File: config.mk
export PLATFORM = sky130hd
export DESIGN_NAME = cmp_ctrl
export DESIGN_NICKNAME = d
export VERILOG_FILES = /design/src/hw/cmp_ctrl_pkg.sv /design/src/hw/cmp_ctrl.sv
export SDC_FILE = /design/constraint.sdc
export NUM_CORES = 1
export LEC_CHECK = 0
export BUFFER_PORTS_ARGS = -buffer_cell sky130_fd_sc_hd__buf_2
export CAP_MARGIN = 20
export CORE_MARGIN = 3
export CORE_UTILIZATION = 47
export DETAILED_ROUTE_END_ITERATION = 10
export GPL_ROUTABILITY_DRIVEN = 0
export GPL_TIMING_DRIVEN = 0
export PLACE_DENSITY = 0.74
export SLEW_MARGIN = 20
export SYNTH_ARGS = -nofsm -noshare
export SYNTH_HDL_FRONTEND = slang
export SYNTH_SLANG_ARGS = --single-unit
File: constraint.sdc
create_clock -name clk_i -period 2.3 [get_ports clk_i]
set_input_delay 0.23 -clock clk_i [delete_from_list [all_inputs] [get_ports clk_i]]
set_output_delay 0.23 -clock clk_i [all_outputs]
set_load 0.02 [all_outputs]
File: src/hw/cmp_ctrl_pkg.sv
// package: register map, field layout and carriers for the comparator control block
package cmp_ctrl_pkg;

  localparam int unsigned NUM_CMP = 2;

  // wishbone byte offsets, one aligned word per register
  localparam logic [5:0] CONTROL_A1_OFF  = 6'h00;
  localparam logic [5:0] CONTROL_B1_OFF  = 6'h04;
  localparam logic [5:0] CONTROL_A2_OFF  = 6'h08;
  localparam logic [5:0] CONTROL_B2_OFF  = 6'h0C;
  localparam logic [5:0] MIRROR_OFF      = 6'h10;
  localparam logic [5:0] IRQ_STATUS_OFF  = 6'h14;
  localparam logic [5:0] IRQ_ENABLE_OFF  = 6'h18;
  localparam logic [5:0] IRQ_CLEAR_OFF   = 6'h1C;
  localparam logic [5:0] GATE_CFG_OFF    = 6'h20;

  // comparator_control_a field positions
  localparam int unsigned ENABLE_BIT  = 7;
  localparam int unsigned RESULT_BIT  = 6;
  localparam int unsigned INVERT_BIT  = 4;
  localparam int unsigned SPEED_BIT   = 2;
  localparam int unsigned HYST_BIT    = 1;
  localparam int unsigned SYNC_BIT    = 0;
  // comparator_control_b field positions
  localparam int unsigned RISE_BIT    = 7;
  localparam int unsigned FALL_BIT    = 6;
  localparam int unsigned PCH_LSB     = 3;
  localparam int unsigned NCH_LSB     = 0;
  // gate configuration: sleep bit and two-bit timer clock source
  localparam int unsigned SLEEP_BIT   = 0;
  localparam int unsigned SRC_LSB     = 1;

  // writable bits of control a, and reset values of control a and control b
  localparam logic [7:0] CONTROL_A_WMASK = 8'h97;
  localparam logic [7:0] CONTROL_A_RESET = 8'h04;
  localparam logic [7:0] CONTROL_B_RESET = 8'h00;

  // gate timer clock sources; system and instruction clocks stop in sleep
  typedef enum logic [1:0] {
    SRC_SYSTEM      = 2'h0,
    SRC_INSTRUCTION = 2'h1,
    SRC_EXTERNAL    = 2'h2,
    SRC_SECONDARY   = 2'h3
  } gate_src_t;

  // positive channel codes
  localparam logic [2:0] PCH_GROUND = 3'h7;
  localparam logic [2:0] PCH_REFBUF = 3'h6;
  localparam logic [2:0] PCH_DAC    = 3'h5;
  localparam logic [2:0] PCH_PIN0   = 3'h0;
  // negative channel codes
  localparam logic [2:0] NCH_GROUND = 3'h7;
  localparam logic [2:0] NCH_REFBUF = 3'h6;
  localparam logic [2:0] NCH_PIN3   = 3'h3;

  // one-hot analog routing per comparator
  typedef struct packed {
    logic       pos_ground;
    logic       pos_refbuf;
    logic       pos_dac;
    logic       pos_pin0;
    logic       neg_ground;
    logic       neg_refbuf;
    logic [3:0] neg_pin;
  } mux_sel_t;

  // analog front-end controls per comparator
  typedef struct packed {
    logic     enable;
    logic     hysteresis;
    logic     high_speed;
    mux_sel_t route;
  } analog_ctl_t;

  typedef struct packed {
    logic [NUM_CMP-1:0] data_lo;
  } unused_t;

endpackage : cmp_ctrl_pkg

File: src/hw/cmp_ctrl.sv
// comparator control and status logic with wishbone register access
//
// Functional notes
// - synchronised output clocks on falling edges of the gate timer clock source.
// - in sleep with system or instruction timer clock, synchronised outputs freeze.
// - an enabled comparator interrupt raises a wake request during sleep.
// - enable bit 7 of control a, resets to zero; off gates the analog side.
// - read-only bit 6 reports the latched output after polarity.
// - bit 4 inverts the comparator output when set; resets to zero.
// - bit 1 enables input hysteresis; resets to zero.
// - with sync bit 0 set, timer and pin output change on timer clock falls.
// - with sync bit 0 clear, timer and pin output pass straight through.
// - control b bit 7 lets rising output edges set the interrupt flag.
// - control b bit 6 lets falling output edges set the interrupt flag.
// - positive field 5:3 selects ground, ref buffer, dac, pin 0 or none.
// - negative field 2:0 selects ground, ref buffer, none, or pins 3 to 0.
// - mirror register holds comparator 1 in bit 0, comparator 2 in bit 1.
// - internal output is latched once per instruction cycle.
// - software clears the flag; an edge in the clearing cycle keeps it set.
// - polarity or enable toggles can cause an interrupting edge even when off.
`timescale 1ns/10ps
`default_nettype none

module cmp_ctrl #(
  parameter int unsigned INSTR_DIV = 4
) (
  input  wire logic                            clk_i,
  input  wire logic                            rst_i,
  input  wire logic [5:0]                      wb_adr_i,
  input  wire logic [31:0]                     wb_dat_i,
  input  wire logic [3:0]                      wb_sel_i,
  input  wire logic                            wb_we_i,
  input  wire logic                            wb_cyc_i,
  input  wire logic                            wb_stb_i,
  output logic      [31:0]                     wb_dat_o,
  output logic                                 wb_ack_o,
  input  wire logic [cmp_ctrl_pkg::NUM_CMP-1:0] raw_compare_i,
  input  wire logic                            timer_clk_level_i,
  output logic      [cmp_ctrl_pkg::NUM_CMP-1:0] gate_out_o,
  output logic      [cmp_ctrl_pkg::NUM_CMP-1:0] pin_out_o,
  output cmp_ctrl_pkg::analog_ctl_t            analog_ctl_one_o,
  output cmp_ctrl_pkg::analog_ctl_t            analog_ctl_two_o,
  output logic                                 irq_o,
  output logic                                 wake_o
);

  // the divider is eight bits wide, so a longer instruction cycle cannot be counted
  if (INSTR_DIV < 1 || INSTR_DIV > 256) begin : g_bad_instr_div
    $error("INSTR_DIV out of range");
  end

  localparam int unsigned N = cmp_ctrl_pkg::NUM_CMP;

  typedef struct packed {
    logic [N-1:0][7:0]  control_a;
    logic [N-1:0][7:0]  control_b;
    logic [N-1:0]       latched;
    logic [N-1:0]       prev_latched;
    logic [N-1:0]       timer_sync;
    logic [N-1:0]       irq_flag;
    logic [N-1:0]       irq_en;
    logic [2:0]         gate_cfg;
    logic               timer_clk_prev;
    logic [7:0]         div_cnt;
    logic               ack;
    logic [31:0]        rdata;
    logic [N-1:0]       gate_out;
    logic [N-1:0]       pin_out;
    logic               irq;
    logic               wake;
    cmp_ctrl_pkg::analog_ctl_t [N-1:0] actl;
  } state_t;

  state_t state_reg;
  state_t state_next;

  function automatic cmp_ctrl_pkg::mux_sel_t decode_route(input logic [7:0] ctl_b);
    cmp_ctrl_pkg::mux_sel_t m;
    logic [2:0]             p;
    logic [2:0]             n;
    m = '0;
    p = ctl_b[cmp_ctrl_pkg::PCH_LSB +: 3];
    n = ctl_b[cmp_ctrl_pkg::NCH_LSB +: 3];
    m.pos_ground = (p == cmp_ctrl_pkg::PCH_GROUND);
    m.pos_refbuf = (p == cmp_ctrl_pkg::PCH_REFBUF);
    m.pos_dac    = (p == cmp_ctrl_pkg::PCH_DAC);
    m.pos_pin0   = (p == cmp_ctrl_pkg::PCH_PIN0);
    m.neg_ground = (n == cmp_ctrl_pkg::NCH_GROUND);
    m.neg_refbuf = (n == cmp_ctrl_pkg::NCH_REFBUF);
    if (n <= cmp_ctrl_pkg::NCH_PIN3) begin
      m.neg_pin = 4'h1 << n[1:0];
    end
    return m;
  endfunction : decode_route

  function automatic logic hit(input logic [5:0] a, input logic [5:0] off);
    return a[5:2] == off[5:2];
  endfunction : hit

  logic                   wb_req;
  logic                   wb_wr;
  logic [N-1:0]           polar;
  logic [N-1:0]           rise;
  logic [N-1:0]           fall;
  logic [N-1:0]           edge_hit;
  logic [N-1:0]           clear_mask;
  logic                   instr_tick;
  logic                   timer_fall;
  logic                   sync_frozen;
  logic [1:0]             src;

  always_comb begin
    state_next = state_reg;
    wb_req     = wb_cyc_i && wb_stb_i && !state_reg.ack;
    wb_wr      = wb_req && wb_we_i && wb_sel_i[0];
    clear_mask = '0;
    src        = state_reg.gate_cfg[cmp_ctrl_pkg::SRC_LSB +: 2];
    // system and instruction clocks stop in sleep, so the timer domain freezes
    sync_frozen = state_reg.gate_cfg[cmp_ctrl_pkg::SLEEP_BIT]
      && (src == cmp_ctrl_pkg::SRC_SYSTEM || src == cmp_ctrl_pkg::SRC_INSTRUCTION);
    timer_fall = state_reg.timer_clk_prev && !timer_clk_level_i && !sync_frozen;

    instr_tick = (state_reg.div_cnt == 8'(INSTR_DIV - 1));
    state_next.div_cnt = instr_tick ? 8'h00 : 8'(state_reg.div_cnt + 8'h01);
    state_next.timer_clk_prev = timer_clk_level_i;

    // register writes
    if (wb_wr) begin
      for (int i = 0; i < N; i++) begin
        if (hit(wb_adr_i, 6'(cmp_ctrl_pkg::CONTROL_A1_OFF + 6'(8 * i)))) begin
          state_next.control_a[i] = wb_dat_i[7:0] & cmp_ctrl_pkg::CONTROL_A_WMASK;
        end
        if (hit(wb_adr_i, 6'(cmp_ctrl_pkg::CONTROL_B1_OFF + 6'(8 * i)))) begin
          state_next.control_b[i] = wb_dat_i[7:0];
        end
      end
      if (hit(wb_adr_i, cmp_ctrl_pkg::IRQ_ENABLE_OFF)) begin
        state_next.irq_en = wb_dat_i[N-1:0];
      end
      if (hit(wb_adr_i, cmp_ctrl_pkg::IRQ_CLEAR_OFF)) begin
        clear_mask = wb_dat_i[N-1:0];
      end
      if (hit(wb_adr_i, cmp_ctrl_pkg::GATE_CFG_OFF)) begin
        state_next.gate_cfg = wb_dat_i[2:0];
      end
    end

    // polarity applies even while disabled, so enable or invert toggles can give an edge
    for (int i = 0; i < N; i++) begin
      polar[i] = (state_reg.control_a[i][cmp_ctrl_pkg::ENABLE_BIT] && raw_compare_i[i])
        ^ state_reg.control_a[i][cmp_ctrl_pkg::INVERT_BIT];
    end
    if (instr_tick) begin
      state_next.latched      = polar;
      state_next.prev_latched = state_reg.latched;
    end
    for (int i = 0; i < N; i++) begin
      rise[i] = state_reg.latched[i] && !state_reg.prev_latched[i];
      fall[i] = !state_reg.latched[i] && state_reg.prev_latched[i];
    end
    // edges are seen only in the cycle after a latch, so each is counted once
    for (int i = 0; i < N; i++) begin
      edge_hit[i] = state_reg.div_cnt == 8'h00
        && ((rise[i] && state_reg.control_b[i][cmp_ctrl_pkg::RISE_BIT])
         || (fall[i] && state_reg.control_b[i][cmp_ctrl_pkg::FALL_BIT]));
    end
    state_next.irq_flag = (state_reg.irq_flag & ~clear_mask) | edge_hit;

    // timer-synchronised copy updates only on source clock falls
    for (int i = 0; i < N; i++) begin
      if (timer_fall) begin
        state_next.timer_sync[i] = polar[i];
      end
      state_next.gate_out[i] = state_reg.control_a[i][cmp_ctrl_pkg::SYNC_BIT]
        ? state_next.timer_sync[i] : polar[i];
      state_next.actl[i].enable     = state_reg.control_a[i][cmp_ctrl_pkg::ENABLE_BIT];
      state_next.actl[i].hysteresis = state_reg.control_a[i][cmp_ctrl_pkg::HYST_BIT];
      state_next.actl[i].high_speed = state_reg.control_a[i][cmp_ctrl_pkg::SPEED_BIT];
      state_next.actl[i].route      = state_reg.control_a[i][cmp_ctrl_pkg::ENABLE_BIT]
        ? decode_route(state_reg.control_b[i]) : '0;
    end
    state_next.pin_out = state_next.gate_out;
    state_next.irq  = |(state_next.irq_flag & state_next.irq_en);
    state_next.wake = state_next.irq && state_reg.gate_cfg[cmp_ctrl_pkg::SLEEP_BIT];

    // read path; unmapped offsets read zero and still acknowledge
    state_next.ack   = wb_req;
    state_next.rdata = '0;
    if (wb_req && !wb_we_i) begin
      for (int i = 0; i < N; i++) begin
        if (hit(wb_adr_i, 6'(cmp_ctrl_pkg::CONTROL_A1_OFF + 6'(8 * i)))) begin
          state_next.rdata[7:0] = state_reg.control_a[i];
          state_next.rdata[cmp_ctrl_pkg::RESULT_BIT] = state_reg.latched[i];
        end
        if (hit(wb_adr_i, 6'(cmp_ctrl_pkg::CONTROL_B1_OFF + 6'(8 * i)))) begin
          state_next.rdata[7:0] = state_reg.control_b[i];
        end
      end
      if (hit(wb_adr_i, cmp_ctrl_pkg::MIRROR_OFF)) begin
        state_next.rdata[N-1:0] = state_reg.latched;
      end
      if (hit(wb_adr_i, cmp_ctrl_pkg::IRQ_STATUS_OFF)) begin
        state_next.rdata[N-1:0] = state_reg.irq_flag;
      end
      if (hit(wb_adr_i, cmp_ctrl_pkg::IRQ_ENABLE_OFF)) begin
        state_next.rdata[N-1:0] = state_reg.irq_en;
      end
      if (hit(wb_adr_i, cmp_ctrl_pkg::GATE_CFG_OFF)) begin
        state_next.rdata[2:0] = state_reg.gate_cfg;
      end
    end
  end

  always_ff @(posedge clk_i) begin
    if (rst_i) begin
      state_reg <= '0;
      for (int i = 0; i < N; i++) begin
        state_reg.control_a[i] <= cmp_ctrl_pkg::CONTROL_A_RESET;
        state_reg.control_b[i] <= cmp_ctrl_pkg::CONTROL_B_RESET;
      end
    end else begin
      state_reg <= state_next;
    end
  end

  assign wb_dat_o         = state_reg.rdata;
  assign wb_ack_o         = state_reg.ack;
  assign gate_out_o       = state_reg.gate_out;
  assign pin_out_o        = state_reg.pin_out;
  assign analog_ctl_one_o = state_reg.actl[0];
  assign analog_ctl_two_o = state_reg.actl[1];
  assign irq_o            = state_reg.irq;
  assign wake_o           = state_reg.wake;

endmodule : cmp_ctrl

`default_nettype wire

Yosys cells after proc, flatten, opt, wreduce, memory -nomap -nowiden

Cells that the tools add are included.

$lt $le $gt $ge: 2
Shift-type cells: 2
Mux-type cells: 17
Reductions and logical operators: 49
$add $sub $neg: 1
Bitwise operators: 11
Eq/ne operators: 20

Operators by type and width:

| kind                                                                              | number |
|---|---|
| 8-bit 2-to-1 mux                                                                  | 4 |
| 3-bit == test (second input constant)                                             | 10 |
| 1-bit logical AND                                                                 | 21 |
| 4-bit by 3-bit == test with 1-bit output (second input constant)                  | 4 |
| 2-bit 2-to-1 mux                                                                  | 6 |
| 2-bit AND reduction                                                               | 5 |
| 2-bit OR reduction                                                                | 5 |
| 8-bit by 1-bit adder with 8-bit output (second input constant)                    | 1 |
| 4-bit by 2-bit == test with 1-bit output (second input constant)                  | 2 |
| 8-bit by 2-bit == test with 1-bit output (second input constant)                  | 1 |
| 1-bit zero test                                                                   | 8 |
| 8-bit zero test                                                                   | 1 |
| 1-bit by 2-bit left shift with 4-bit output (first input constant)                | 2 |
| 3-bit by 2-bit less-or-equal comparator with 1-bit output (second input constant) | 2 |
| 3-bit zero test                                                                   | 2 |
| 3-bit 2-to-1 mux                                                                  | 2 |
| 3-bit OR reduction                                                                | 2 |
| 5-bit 2-to-1 mux                                                                  | 1 |
| 1-bit inverter                                                                    | 5 |
| 2-bit bitwise AND                                                                 | 2 |
| 4-bit by 1-bit == test with 1-bit output (second input constant)                  | 1 |
| 4-bit == test (second input constant)                                             | 1 |
| 4-bit zero test                                                                   | 1 |
| 1-bit 2-to-1 mux                                                                  | 4 |
| other kinds (6)                                                                   | 9 |

Word-level logic and storage cells: 140
Register bits: 111

Longest topological paths before layout

Depth after elaboration: 11
Mapped depth: 7
Gate-level depth less buffers: 7

Least setup slack after synthesis

No wires, ideal clock.

Path kind: reg-to-reg
Start: register state_reg, in the netlist wb_ack_o
End: register state_reg[100] (netlist bit)
Period minus slack after synthesis: 1680 ps
Data required time: 2172 ps
Data arrival time: 1552 ps
Stages on the path, launching flop included: 7
Path buffers: 1
Path slack: 620 ps
Cell sequence: dfxtp_1 -> nand3b_4 -> or2_1 -> buf_6 -> nor3_4 -> mux2i_1 -> nor2_1

Longest elaborated chain between the ends: 5

RTL lines:

| item                            | line            | RTL |
|---|---|---|
| start, declared                 | cmp_ctrl.sv:74  | `state_t state_reg;` |
| start signal, assigned          | cmp_ctrl.sv:222 | `state_reg <= state_next;` |
| 1-bit zero test                 | cmp_ctrl.sv:114 | `wb_req = wb_cyc_i && wb_stb_i && !state_reg.ack;` |
| 1-bit logical AND               | cmp_ctrl.sv:114 |  |
| 1-bit logical AND (2 in series) | cmp_ctrl.sv:115 | `wb_wr = wb_req && wb_we_i && wb_sel_i[0];` |
| 2-bit AND reduction (no line)   | n/a             |  |

No other way between the ends.
A chain may end at the register's enable or synchronous reset.

Worst setup path in the final report

Start: register state_reg, in the netlist wb_ack_o
End: register state_reg[103] (netlist bit)

The elaborated chain is that of the path after synthesis.

==> reports/qor.csv <==
metric,value,unit
cts_tree,built,
startpoint_type,flop,
core,7850,um^2
clkTransAtPathRegs,80,ps
cp_slowest_stage_delay,450,ps
avgRoutedWirePerCell,13.3,um
die_h,96.6,um
drive_gt1_share,30.2,%
finClkSkew,12.1,ps
fin_crit_sh,79.4,%
max_slew_margin,60.1,%
max_freq,548,MHz
worstSkewPairLatency,380,ps
grt_usage,18.3,%
vias,2943,
numCtsBuffers,9,
crit_path_top_delay_cell,nor4_4,
ant_nets,0,
avgSynthCellArea,9.47,um^2
synth-seq-cells,87,
drc,0,
rsz0062_at_grt,no,
min_to,state_reg[73],
grt_max_degree,17,
drt_wl_total,8.04,mm
fillers,720,
async_flop_share,0,%
syn_inst,407,
min-delay-start,timer_clk_level_i,
fin_setup_tns,0,ps
start_util,49.1,%
yosysTopAreaCellShare,45.2,%
h-tree-depth,3,
first_pass_iters,4,
diodes,0,
layout_min_cycle_time,1830,ps
p_per_area,624,nW/um^2
fin_cells,606,
ir_worst_vdd,0.000267,V
reg2reg_depth,6,
area_delta_synth_final,18.4,%
max-clock-path-buffers,2,
hold_buffers,0,
cts_sinks,87,
fin_nets,551,
seq_area_frac_synth,45.2,%
portBuffers,58,
total_leakage_power,2.04,nW
r2r-start,wb_ack_o,
grt_pass1_wl,12.7,mm
crit_path_max_fanout,8,
synth_warnings,0,
outcome,"finished, final reports clean",
place_inst,590,
cp_cell_sequence,nand3b_4 > or2_1 > buf_6 > nor4_4 > mux2i_1 > nor2_1,
end_kind,flop,
r2r-end,state_reg[103],
critPathRequiredTime,2540,ps
synth.cell_area,3850,um^2
grt_pass1_vias,2686,
hold_class,input pin to flop,
setup_violations,0,
grt_overflow,0,
crit_arrival,2070,ps
synth.area.top_cells,"dfxtp_1, buf_4, mux2i_1",
fp-row-count,32,
die_area,9320,um^2
path_class,flop to flop,
drv_slew,0,
tightest_slew,595,ps
die_w,96.6,um
cts_resized,0,
antenna_found_initial,1,
hold_depth,2,
clock_tree.root_cell,clkbuf_8,
io_pins,115,
viasPerCell,4.86,
hold_viol_final,0,
drt_iter0_markers,170,
synth_edf_count,0,
synth_top_area_cell,dfxtp_1,
max_cap_violations,0,
ys.flop_type,dfxtp_1,
cts_setup_buffers,0,
ff2ff_setup_slack,470,ps
yosysUniqueCellTypes,47,
dp_hpwl,5.96,mm
largest_reg_flops,40,
==> stage by stage <==
step	instance area [um^2]	util, %	hold slack, ps	worst slack [ps]	power, W
2_1_floorplan	3940	-	358	620	0.00173
4_1_cts	4560	58.1	74.8	481	0.00285
3_5_place_dp	4360	55.5	452	463	0.00179
5_1_grt	4560	58.1	108	309	0.00295
3_3_place_gp	4360	55.5	446	466	0.00179
6_report	4560	58.1	84.0	474	0.00285
==> worst max-delay path, delay by kind of cell, from the launching register on <==
kind                   cells  cell delay (ps)
buffers and inverters      1              150
flip-flops                 1              320
multiplexers               1              250
AND/OR/NAND/NOR            4              970
==> layout by cell type, fill, tap and decap left out, types with 2 or more instances in the layout <==
cell	Yosys	final
xor2_1	2	2
xnor2_1	6	6
a211oi_1	3	3
nor4_1	6	6
conb_1	1	24
clkbuf_1	7	7
o221ai_1	2	2
buf_4	62	62
nor3b_1	3	3
and3_1	3	3
mux2_2	2	2
nor3_4	3	3
inv_6	0	3
mux4_2	2	2
o21ai_0	11	11
or2_1	2	2
buf_6	3	3
a311oi_1	4	4
nand3b_1	4	4
mux2i_1	35	35
inv_1	11	11
clkinvlp_4	0	2
ha_1	2	2
and3b_1	2	2
nor2b_1	6	6
and2_1	3	3
nor2_1	55	55
nand2_1	31	31
nor3_1	14	14
dfxtp_1	87	87
a21oi_1	7	7
clkbuf_8	0	9
nand3_1	4	4
buf_2	3	61
nand2b_1	5	5
nor4_4	2	2
==> layer usage <==
metal  global-route usage (%)  wire length [um]  part of all wire (%)
met4                     9.00               184                   2.3
met3                     6.12               658                   8.2
met2                     30.1              3940                    49
met5                        0                 7                 0.087
met1                     21.2              3250                    40
==> kinds of logic after synthesis <==
kind of cell,count (synthesis),share of synthesized area [%]
other cells,1,0.0973
xor+xnor,8,1.82
fa+ha+maj,2,0.649
compound gates,36,6.07
flops,87,45.2
buf+inv,86,15.1
simple gates,148,20.2
mux,39,10.8
==> how the worst max path moves through the flow <==
stage / to / cells past startpoint / start
global route: state_reg[72] / 4 / state_reg[67]
finish: state_reg[103] / 6 / wb_ack_o
detailed placement: state_next[11] / 7 / wb_adr_i[4]
CTS: state_reg[96] / 6 / wb_ack_o
global placement: state_next[10] / 7 / wb_adr_i[4]
floorplan: state_reg[100] / 6 / wb_ack_o
==> final cells by class <==
cell class / instances / area (um^2) / area share, %
clock buffers: 9 / 124 / 2.72
repair buffers: 58 / 290 / 6.36
inverters: 11 / 41.3 / 0.905
clock inverters: 7 / 80.1 / 1.76
multi-input cells: 257 / 1620 / 35.4
flip-flops and latches: 87 / 1740 / 38.2
plain buffers: 75 / 541 / 11.8
well taps: 102 / 128 / 2.80
==> synthesized netlist by cell type (3+ instances only) <==
library cell / instances
dfxtp_1: 87
buf_4: 62
nor2_1: 55
mux2i_1: 35
nand2_1: 31
nor3_1: 14
inv_1: 11
o21ai_0: 11
a21oi_1: 7
clkbuf_1: 7
nor2b_1: 6
nor4_1: 6
xnor2_1: 6
nand2b_1: 5
a311oi_1: 4
nand3_1: 4
nand3b_1: 4
a211oi_1: 3
and2_1: 3
and3_1: 3
buf_2: 3
buf_6: 3
nor3_4: 3
nor3b_1: 3
==> report_power, final <==
group / internal (W) / switching (W)
Sequential: 0.00152 / 0.00000864
Combinational: 0.0000855 / 0.000143
Clock: 0.000514 / 0.000576
Total: 0.00212 / 0.000728
No activity file was read; power rests on OpenSTA's default activity.
